## config.mk

```make
export PLATFORM = sky130hd
export DESIGN_NAME = bsss_boot_select
export DESIGN_NICKNAME = d
export VERILOG_FILES = /design/src/hw/bsss_pkg.sv /design/src/hw/bsss_sync.sv /design/src/hw/bsss_boot_select.sv
export SDC_FILE = /design/constraint.sdc
export NUM_CORES = 1
export LEC_CHECK = 0
export ABC_AREA = 1
export BUFFER_PORTS_ARGS = -buffer_cell sky130_fd_sc_hd__buf_2
export CAP_MARGIN = 25
export CORE_MARGIN = 3
export CORE_UTILIZATION = 40
export DETAILED_ROUTE_END_ITERATION = 16
export HOLD_SLACK_MARGIN = 0.03
export PLACE_DENSITY = 0.63
export SYNTH_ARGS = -nofsm -noshare
export SYNTH_HDL_FRONTEND = slang
export SYNTH_SLANG_ARGS = --single-unit
```

## constraint.sdc

```tcl
create_clock -name mclk -period 2.5 [get_ports mclk]
set_clock_uncertainty 0.2 [all_clocks]
set_input_delay 0 -clock mclk [delete_from_list [all_inputs] [get_ports mclk]]
set_output_delay 0 -clock mclk [all_outputs]
set_load 0.005 [all_outputs]
```

## src/hw/bsss_pkg.sv

```systemverilog
// Package with boot source codes, strap layout and timing counts
package bsss_pkg;
	localparam int SEL_W = 3;
	localparam int STRAP_W = 4;
	localparam int SYNC_STAGES = 2;
	// Nanoseconds of held reset-phase sampling before the capture is taken
	localparam int SETTLE_NS = 100;
	localparam int CLK_NS = 10;
	localparam int SETTLE_CYC = (SETTLE_NS + CLK_NS - 1) / CLK_NS;
	// Strap bit positions
	localparam int STRAP_SPI_DO = 0;
	localparam int STRAP_AUDIO = 1;
	localparam int STRAP_AUD_CLK = 2;
	localparam int STRAP_AUD_LR = 3;
	localparam logic [3:0] STRAP_RESET = 4'h0;
	// Select codes as bits 2,1,0, 0 meaning grounded
	localparam logic [2:0] SEL_CAR_SPI = 3'h3;
	typedef enum logic [2:0] {
		BSSS_SRC_CAR_SATA = 3'b000,
		BSSS_SRC_CAR_SD = 3'b001,
		BSSS_SRC_CAR_ESPI = 3'b010,
		BSSS_SRC_CAR_SPI = 3'b011,
		BSSS_SRC_MOD_NAND = 3'b100,
		BSSS_SRC_REMOTE = 3'b101,
		BSSS_SRC_MOD_EMMC = 3'b110,
		BSSS_SRC_MOD_SPI = 3'b111
	} bsss_src_t;
	typedef enum logic [1:0] {
		BSSS_ST_RESET = 2'b00,
		BSSS_ST_SETTLE = 2'b01,
		BSSS_ST_LOCKED = 2'b10
	} bsss_state_t;
endpackage

```

## src/hw/bsss_sync.sv

```systemverilog
// Two-stage synchroniser for a bundle of pin levels
`timescale 1ns/1ns
`default_nettype none
module bsss_sync #(
	parameter int WIDTH = 1,
	parameter logic [WIDTH-1:0] INIT = '1
) (
	// Clock and reset
	input wire logic mclk,
	input wire logic arst_n,
	// Levels
	input wire logic [WIDTH-1:0] pinIn,
	output logic [WIDTH-1:0] syncOut
);
	logic [WIDTH-1:0] stage1Reg;
	always_ff @(posedge mclk or negedge arst_n) begin
		if (!arst_n) begin
			stage1Reg <= INIT;
			syncOut <= INIT;
		end else begin
			stage1Reg <= pinIn;
			syncOut <= stage1Reg;
		end
	end
endmodule
`default_nettype wire

```

## src/hw/bsss_boot_select.sv

```systemverilog
// Boot source decode and reset-time strap capture
// How it works
// [RULE_01] Boot device chosen from three active-low selects; floating reads high.
// [RULE_02] Carrier drives selects and recovery only open-drain; module pull-up sets float.
// [RULE_03] Generic decode: eight codes map to carrier or module boot devices.
// [RULE_04] Carrier SPI chip select 0 only for code grounded, float, float.
// [RULE_05] Every other select code boots from on-module SPI flash.
// [RULE_06] Forced-recovery input is unsupported and takes no action.
// [RULE_07] Strap pins are inputs in reset, levels latched, then normal function resumes.
// [RULE_08] Carrier adds no loads or pulls that change strap levels.
// [RULE_09] Selects sampled once around reset; result held until next reset.
`timescale 1ns/1ns
`default_nettype none
module bsss_boot_select #(
	parameter int SETTLE = bsss_pkg::SETTLE_CYC
) (
	// Clock and reset
	input wire logic mclk,
	input wire logic arst_n,
	// Carrier select and recovery pins
	input wire logic boot_select_bit0_n,
	input wire logic boot_select_bit1_n,
	input wire logic boot_select_bit2_n,
	input wire logic recovery_request_n,
	// Strap pins, input side
	input wire logic spiDataOutIn,
	input wire logic audio_codec_data_out_in,
	input wire logic audioClkIn,
	input wire logic audioLrClkIn,
	// Strap pins, functional drive from the chipset
	input wire logic spiDataOutFn,
	input wire logic audioDataOutFn,
	// Strap pins, drive and enable (enable low means driving)
	output logic spiDataOut,
	output logic spiDataOutOe_n,
	output logic audio_serial2_data_out,
	output logic audioDataOutOe_n,
	// Results
	output logic [2:0] genericSource,
	output logic bootCarrierSpi,
	output logic bootModuleSpi,
	output logic [3:0] strapLatched,
	output logic configLocked
);
	logic [6:0] pinSync;
	logic [2:0] selSync;
	logic [3:0] strapSync;
	bsss_pkg::bsss_state_t stateReg, stateNext;
	logic [7:0] cntReg, cntNext;
	logic [2:0] srcReg, srcNext;
	logic carSpiReg, carSpiNext;
	logic modSpiReg, modSpiNext;
	logic [3:0] strapReg, strapNext;
	logic lockReg, lockNext;
	// SETTLE within 2 to 256: below 2 the synchroniser is not yet full
	localparam logic [7:0] SETTLE_LAST = 8'(SETTLE - 1);

	// Pins are asynchronous to mclk; floating selects reset to high
	bsss_sync #(.WIDTH(7), .INIT(7'h07)) uSync (
		.mclk(mclk),
		.arst_n(arst_n),
		.pinIn({audioLrClkIn, audioClkIn, audio_codec_data_out_in, spiDataOutIn,
			boot_select_bit2_n, boot_select_bit1_n, boot_select_bit0_n}),
		.syncOut(pinSync)
	);
	assign selSync = pinSync[2:0]; // RULE_01
	assign strapSync = pinSync[6:3];

	function automatic logic isCarrierSpi(input logic [2:0] sel);
		return sel == bsss_pkg::SEL_CAR_SPI; // RULE_04
	endfunction

	// Full generic table kept visible; only the carrier SPI code is acted on
	function automatic bsss_pkg::bsss_src_t decodeGeneric(input logic [2:0] sel);
		case (sel)
			3'h0: return bsss_pkg::BSSS_SRC_CAR_SATA;
			3'h1: return bsss_pkg::BSSS_SRC_CAR_SD;
			3'h2: return bsss_pkg::BSSS_SRC_CAR_ESPI;
			3'h3: return bsss_pkg::BSSS_SRC_CAR_SPI;
			3'h4: return bsss_pkg::BSSS_SRC_MOD_NAND;
			3'h5: return bsss_pkg::BSSS_SRC_REMOTE;
			3'h6: return bsss_pkg::BSSS_SRC_MOD_EMMC;
			3'h7: return bsss_pkg::BSSS_SRC_MOD_SPI;
			default: return bsss_pkg::BSSS_SRC_MOD_SPI;
		endcase
	endfunction

	// Recovery request deliberately unused: no path reads it
	logic unusedRecovery;
	assign unusedRecovery = recovery_request_n; // RULE_06

	always_comb begin
		stateNext = stateReg;
		cntNext = cntReg;
		srcNext = srcReg;
		carSpiNext = carSpiReg;
		modSpiNext = modSpiReg;
		strapNext = strapReg;
		lockNext = lockReg;
		case (stateReg)
			bsss_pkg::BSSS_ST_RESET: begin
				cntNext = 8'h00;
				stateNext = bsss_pkg::BSSS_ST_SETTLE;
			end
			bsss_pkg::BSSS_ST_SETTLE: begin
				// Wait lets the synchroniser fill before sampling
				if (cntReg >= SETTLE_LAST) begin
					srcNext = decodeGeneric(selSync); // RULE_03
					carSpiNext = isCarrierSpi(selSync); // RULE_04
					modSpiNext = !isCarrierSpi(selSync); // RULE_05
					strapNext = strapSync; // RULE_07
					lockNext = 1'b1; // RULE_09
					stateNext = bsss_pkg::BSSS_ST_LOCKED;
				end else begin
					cntNext = cntReg + 8'h01;
				end
			end
			bsss_pkg::BSSS_ST_LOCKED: begin
				// Held until next reset; later select changes ignored
				stateNext = bsss_pkg::BSSS_ST_LOCKED; // RULE_09
			end
			default: begin
				stateNext = bsss_pkg::BSSS_ST_RESET;
			end
		endcase
	end

	always_ff @(posedge mclk or negedge arst_n) begin
		if (!arst_n) begin
			stateReg <= bsss_pkg::BSSS_ST_RESET;
			cntReg <= 8'h00;
			srcReg <= bsss_pkg::BSSS_SRC_MOD_SPI;
			carSpiReg <= 1'b0;
			modSpiReg <= 1'b1;
			strapReg <= bsss_pkg::STRAP_RESET;
			lockReg <= 1'b0;
		end else begin
			stateReg <= stateNext;
			cntReg <= cntNext;
			srcReg <= srcNext;
			carSpiReg <= carSpiNext;
			modSpiReg <= modSpiNext;
			strapReg <= strapNext;
			lockReg <= lockNext;
		end
	end

	// Strap pins stay released until capture, then resume normal duty
	// Data lags the enable by one edge, so a pin first drives low
	logic [1:0] fnDrive;
	logic [1:0] pinDrvReg, pinDrvNext;
	logic [1:0] pinOeNReg, pinOeNNext;
	assign fnDrive = {audioDataOutFn, spiDataOutFn};
	always_comb begin
		for (int i = 0; i < 2; i++) begin
			pinDrvNext[i] = lockReg & fnDrive[i]; // RULE_07
			pinOeNNext[i] = !lockNext; // RULE_07
		end
	end
	always_ff @(posedge mclk or negedge arst_n) begin
		if (!arst_n) begin
			pinDrvReg <= 2'h0;
			pinOeNReg <= 2'h3;
		end else begin
			pinDrvReg <= pinDrvNext;
			pinOeNReg <= pinOeNNext;
		end
	end
	assign spiDataOut = pinDrvReg[bsss_pkg::STRAP_SPI_DO];
	assign audio_serial2_data_out = pinDrvReg[bsss_pkg::STRAP_AUDIO];
	assign spiDataOutOe_n = pinOeNReg[bsss_pkg::STRAP_SPI_DO];
	assign audioDataOutOe_n = pinOeNReg[bsss_pkg::STRAP_AUDIO];
	assign genericSource = srcReg;
	assign bootCarrierSpi = carSpiReg;
	assign bootModuleSpi = modSpiReg;
	assign strapLatched = strapReg;
	assign configLocked = lockReg;

	chk_lock_one_hot: assert property (@(posedge mclk) disable iff (!arst_n) // RULE_05
		bootCarrierSpi != bootModuleSpi)
		else $error("Boot choice not exclusive");
	chk_carrier_spi_code: assert property (@(posedge mclk) disable iff (!arst_n) // RULE_04
		configLocked |-> (bootCarrierSpi == (genericSource == bsss_pkg::SEL_CAR_SPI)))
		else $error("Carrier SPI decode wrong");
	chk_capture_time: assert property (@(posedge mclk) disable iff (!arst_n) // RULE_03
		$rose(configLocked) |-> genericSource == $past(selSync))
		else $error("Capture does not match select");
	chk_hold_stable: assert property (@(posedge mclk) disable iff (!arst_n) // RULE_09
		configLocked |=> configLocked && $stable(genericSource) && $stable(strapLatched))
		else $error("Locked choice changed");
	chk_strap_capture: assert property (@(posedge mclk) disable iff (!arst_n) // RULE_07
		$rose(configLocked) |-> strapLatched == $past(strapSync))
		else $error("Strap capture wrong");
	chk_pin_release: assert property (@(posedge mclk) disable iff (!arst_n) // RULE_07
		!configLocked |-> spiDataOutOe_n && audioDataOutOe_n && !spiDataOut
		&& !audio_serial2_data_out)
		else $error("Strap pin driven before capture");
	chk_lock_bound: assert property (@(posedge mclk) disable iff (!arst_n) // RULE_09
		$fell(stateReg == bsss_pkg::BSSS_ST_RESET) |-> ##[1:300] configLocked)
		else $error("Lock too late");
	chk_sel_default: assert property (@(posedge mclk) disable iff (!arst_n) // RULE_01
		!configLocked |-> bootModuleSpi && genericSource == bsss_pkg::BSSS_SRC_MOD_SPI)
		else $error("Pre-lock default wrong");
	chk_strap_default: assert property (@(posedge mclk) disable iff (!arst_n) // RULE_07
		!configLocked |-> strapLatched == bsss_pkg::STRAP_RESET)
		else $error("Strap value shown before capture");
	chk_pin_drive_lock: assert property (@(posedge mclk) disable iff (!arst_n) // RULE_07
		configLocked |-> !spiDataOutOe_n && !audioDataOutOe_n)
		else $error("Strap pin not driven after capture");
	chk_pin_follow_fn: assert property (@(posedge mclk) disable iff (!arst_n) // RULE_07
		configLocked && $past(configLocked) |-> spiDataOut == $past(spiDataOutFn)
		&& audio_serial2_data_out == $past(audioDataOutFn))
		else $error("Strap pin does not follow its function");

	cov_car_spi: cover property (@(posedge mclk) disable iff (!arst_n) $rose(bootCarrierSpi));
	cov_mod_spi: cover property (@(posedge mclk) disable iff (!arst_n)
		$rose(configLocked) && bootModuleSpi);
	cov_sata: cover property (@(posedge mclk) disable iff (!arst_n)
		configLocked && genericSource == bsss_pkg::BSSS_SRC_CAR_SATA);
	cov_remote: cover property (@(posedge mclk) disable iff (!arst_n)
		configLocked && genericSource == bsss_pkg::BSSS_SRC_REMOTE);
	cov_pin_drive: cover property (@(posedge mclk) disable iff (!arst_n)
		configLocked && !spiDataOutOe_n && spiDataOut);
endmodule
`default_nettype wire

```

# == Word level (Yosys, flattened, before mapping) ==
# Memories as Yosys holds them, arrays and structs flattened. A register that Yosys moved wholly into a read port is not among the register bits.
# Index checks and enable logic that the tools add are counted.
# word_totals
regBits,34
romBits,24
input_bits,12
out_inout_bits,14
wordCells,33
n_memories,1
# classes
n_addsub,1
magnitude_cmp,1
n_eq_ne,5
muxes,6
bitwise_logic,2
n_reduce_logical,7
# mem_list
memory,depth,width,rd,rd_ports_with_merged_regs,write_ports,line,rtl
(name not given),8,3,1,1,0,bsss_boot_select.sv:75,case (sel)
# op_table
cell,count
$pmux W8 S2,1
$add A8 B1 Y8 const B,1
$ge A8 B4 Y1 const B,1
$mux W8,1
$pmux W2 S3,1
$ne A2 B2 Y1 const B,2
$reduce_and A2 Y1,2
$eq A3 B2 Y1 const B,1
$logic_not A1 Y1,3
$and A1 B1 Y1,2
$eq A2 B1 Y1 const B,1
$eq A2 B2 Y1 const B,1
$logic_not A2 Y1,1
$mux W1,2
$mux W2,1
$reduce_bool A2 Y1,1

# == Depth between registers and ports, before layout ==
# logic_depth
depth_word,4
mapped_depth,9

# == By module ==
# From an unflattened synthesis, not the netlist that was laid out.
# hier_totals
cells_unflattened,131
area_unflattened_um2,1447.6
# modules_own_cells
mod,n_inst,cells_each,area_per_inst_um2,seq_area_each_um2
bsss_boot_select,1,117,1089.8,581.8
bsss_sync,1,14,357.8,357.8

# == Least setup slack after synthesis ==
# No wires, ideal clock.
# synth_path
path_kind,register -> register
from,register cntReg[0]
to,register cntReg[0]
t_arrival_ps,1211
t_required_ps,2182
path_slack_ps,971
path_stages_with_launch,9
path_buffers,0
path_cell_list,dfrtp_1 -> inv_1 -> ha_1 -> a21oi_4 -> inv_2 -> nand3_4 -> inv_2 -> nand2_1 -> nand2_1
# synth_between
elab_chain_len,3
word_cells_on_any_way,6
# synth_lines
element,line,rtl
from (decl),bsss_boot_select.sv:49,"logic [7:0] cntReg, cntNext;"
from (signal assigned),bsss_boot_select.sv:139,cntReg <= cntNext;
$add A8 B1 Y8 or $ge A8 B4 Y1 (tied branches),"bsss_boot_select.sv:115, bsss_boot_select.sv:107",
$mux W8 or $ne A2 B2 Y1 (tied branches),--,
$pmux W8 S2 or $reduce_and A2 Y1 (tied branches),--,
# Several ways; a longest one is shown, not always the timed one. The select of a mux whose other input is x is not followed.
# A chain may end at the register's enable or synchronous reset.

# == Worst setup path in the final report ==
# Ends and elaborated chain as after synthesis.

==> impl_metrics.py <==
metrics = {
    "status": {
        "status": "finished, final reports clean",
    },
    "hold_path": {
        "worstHoldPathType": "in -> async",
    },
    "die": {
        "die_width_um": 66.9,
        "fp.dieH_um": 66.9,
        "num_rows": 21,
        "start_util_pct": 43.1,
        "core-area_um2": 3440,
        "num_io_pins": 26,
        "fp.dieArea_um2": 4480,
    },
    "synthesis": {
        "synth_enable_flop_cells": 0,
        "synth_cell_types": 23,
        "synth-async-reset-ratio_pct": 100,
        "synth_mux_area_share_pct": 0,
        "avgSynthCellArea_um2": 11.2,
        "syn_nets": 150,
        "synth_warnings": 0,
        "synth_seq_area_share_pct": 63.3,
        "synth_compound_gate_area_share_pct": 4.21,
        "syn-cell-area_um2": 1490,
        "synthSimpleGateAreaFrac_pct": 21.7,
        "synth_top_family_by_area": "simple AND/OR/NAND/NOR gates",
        "syn_inst": 133,
        "synth_seq_cells": 37,
        "synth-xor-area-share_pct": 0.590,
        "synthAdderAreaFrac_pct": 4.21,
        "yosys_most_used_dff": "dfrtp_1",
    },
    "global_route": {
        "grt_pass1_wl_mm": 4.29,
        "antenna_found_initial": 0,
        "grt_max_degree": 38,
        "grt_use_total_pct": 13.2,
        "grt_pass1_vias": 1004,
        "grt-ovfl-total": 0,
    },
    "detailed_routing": {
        "drtAntennaViolNets": 0,
        "via_per_inst": 4.44,
        "dr.first_iter.drc_count": 51,
        "drt_first_pass_iters": 4,
        "drc_errors": 0,
        "routed-via-count": 972,
        "finalWirelength_mm": 2.49,
        "wl_per_cell_um": 11.4,
    },
    "power_and_ir_drop": {
        "p_per_area_nw_per_um2": 690,
        "vdd_drop_max_uv": 439,
        "p_leak_nw": 0.977,
        "total_power_mw": 1.30,
    },
    "sta": {
        "slew_headroom_pct": 48.0,
        "setup_violations": 0,
        "slew_violations": 0,
        "finalCritPeriodShare_pct": 68.2,
        "post-route-min-period_ns": 1.71,
        "worst_pin_slew_ns": 0.779,
        "clock.fmax_mhz": 586,
        "finalHoldViolCount": 0,
        "rsz0062_at_grt": "false",
        "holdWs_ns": 0.128,
        "finalSetupTns_ns": 0,
    },
    "layout": {
        "multi_input_area_um2": 455,
        "design_area_um2": 1880,
        "seqCellArea_um2": 940,
        "fillers": 301,
        "final_nets": 189,
        "syn_to_final_growth_pct": 26.7,
        "final_layout_size_suffix_gt1_share_pct": 35.8,
        "antennaDiodeCount": 0,
    },
    "placed_design": {
        "hpwl_mm": 1.72,
        "gp_routability_congestion": 0.878,
        "placed_area_um2": 1640,
        "io_buffers": 24,
    },
    "critical_path": {
        "crit_buf_inv": 3,
        "worstPathRequired_ns": 2.48,
        "crit_type": "reg -> reg",
        "timing.rr.start": "cntReg[0]",
        "max_stage_delay_ns": 0.44,
        "path_cells": "inv_1, ha_1, a21oi_4, inv_2, nand3_4, inv_2, nand2_1, nand2_1",
        "rrSetupSlack_ns": 0.79,
        "startpoint": "cntReg[0]",
        "rr_worst_depth": 8,
        "crit_path_end_kind": "register",
        "critPathLaunchType": "register",
        "crit_fanout": 10,
        "arrival_ns": 1.68,
        "slowest_stage": "dfrtp_1",
        "rr_endpoint": "cntReg[0]",
        "critPathTopFamily": "flip-flops",
    },
    "cts": {
        "clock-sinks": 37,
        "numCtsBuffers": 5,
        "root_buffer": "clkbuf_8",
        "cts_buffer_depth": 2,
        "cts_resized": 0,
        "cts_tree": "built",
        "insertion_delay_ns": 0.29,
        "ctsHtreeMaxLevel": 2,
        "cts.reportedPaths.clkPinSlew_ns": 0.07,
    },
    "run": {
        "max-cap-violations": 0,
    },
}
[worst register-to-register path: stages (launching register included)]
cell and delay [ns]:
dfrtp_1 0.44, inv_1 0.09, ha_1 0.24, a21oi_4 0.24, inv_2 0.07, nand3_4 0.15, inv_2 0.06, nand2_1 0.06
nand2_1 0.06
[sequential cells by signal (all words and copies together), names as in the netlist, named ones only]
signal and flops:
bootCarrierSpi 1, bootModuleSpi 1, cntReg 8, genericSource 3, pinDrvReg 2, pinOeNReg 1
stateReg 2, strapLatched 4, uSync.stage1Reg 7, uSync.syncOut 7
[cells by family after synthesis]
| logic type | Yosys count |
|---|---|
| simple gates | 63 |
| xor+xnor | 1 |
| buf+inv | 21 |
| flops | 37 |
| compound gates | 6 |
| fa+ha+maj | 5 |
[per-stage QoR]
| step | worst slack (ns) | utilization [%] | std cells |
|---|---|---|---|
| floorplan | 0.971 | - | 133 |
| global placement | 0.875 | 47.8 | 201 |
| detailed placement | 0.793 | 47.8 | 201 |
| CTS | 0.778 | 54.7 | 219 |
| global route | 0.693 | 54.7 | 219 |
| finish | 0.795 | 54.7 | 219 |
[placed cells by master, fill, tap and decap left out]
cell           count
nand3_1            6
ha_1               5
dfrtp_1           26
clkbuf_8           5
inv_2              4
nor2_1             5
inv_6              1
dlygate4sd3_1     10
nand4_1            1
buf_2             24
o21bai_4           1
nor2_2             3
nand2_1           40
nor2_4             2
inv_1             15
nand3_4            1
xor2_1             1
nand3_2            2
or2_2              1
a21oi_4            1
nor2_8             1
o21ai_2            2
o21ai_1            2
dfstp_2           11
nand2_4            1
bufinv_16          2
[area by class of cell]
class | count | share of cell area, %
flip-flops and latches | 37 | 49.9
multi-input cells | 75 | 24.2
repair buffers | 34 | 11.7
inverters | 19 | 3.79
clock buffers | 5 | 3.66
clock inverters | 3 | 3.66
well taps | 46 | 3.06
[repair_timing]
action                    in CTS  in global routing
setup buffers                  0                  0
hold buffers                  10                  0
hold endpoints to repair      45                  0
[where the power goes]
group          internal [mW]  switching [mW]
clock                  0.401           0.215
sequential             0.625         0.00758
combinational         0.0254          0.0241
total                   1.05           0.247
[synth_stat cells (2+ instances only)]
cell,count,area [um^2]
inv_1,15,56.3
nor2_4,2,22.5
o21ai_1,2,10.0
nand3_1,6,30.0
o21ai_2,2,17.5
nand3_2,2,20.0
dfrtp_1,26,651
nor2_2,3,18.8
inv_2,4,15.0
ha_1,5,62.6
nand2_1,40,150
dfstp_2,11,289
nor2_1,5,18.8
[how the worst max path moves through the flow]
stage / end / cells after the start / slack [ns]
5_1_grt: cntReg[1] / 8 / 0.69
6_report: cntReg[0] / 8 / 0.79
3_3_place_gp: bootModuleSpi / 7 / 0.87
2_1_floorplan: cntReg[0] / 8 / 0.97
3_5_place_dp: cntReg[0] / 8 / 0.79
4_1_cts: cntReg[0] / 8 / 0.78
[per-layer routing]
metal | GRT usage (%) | up-vias | part of all wire (%)
met1 | 14.5 | 467 | 42
met4 | 6.08 | 0 | 0.64
met2 | 23.3 | 26 | 53
met5 | 0 | - | 0
met3 | 4.05 | 2 | 4.6
li1 | - | 477 | -
No activity file was read; power rests on OpenSTA's default activity.
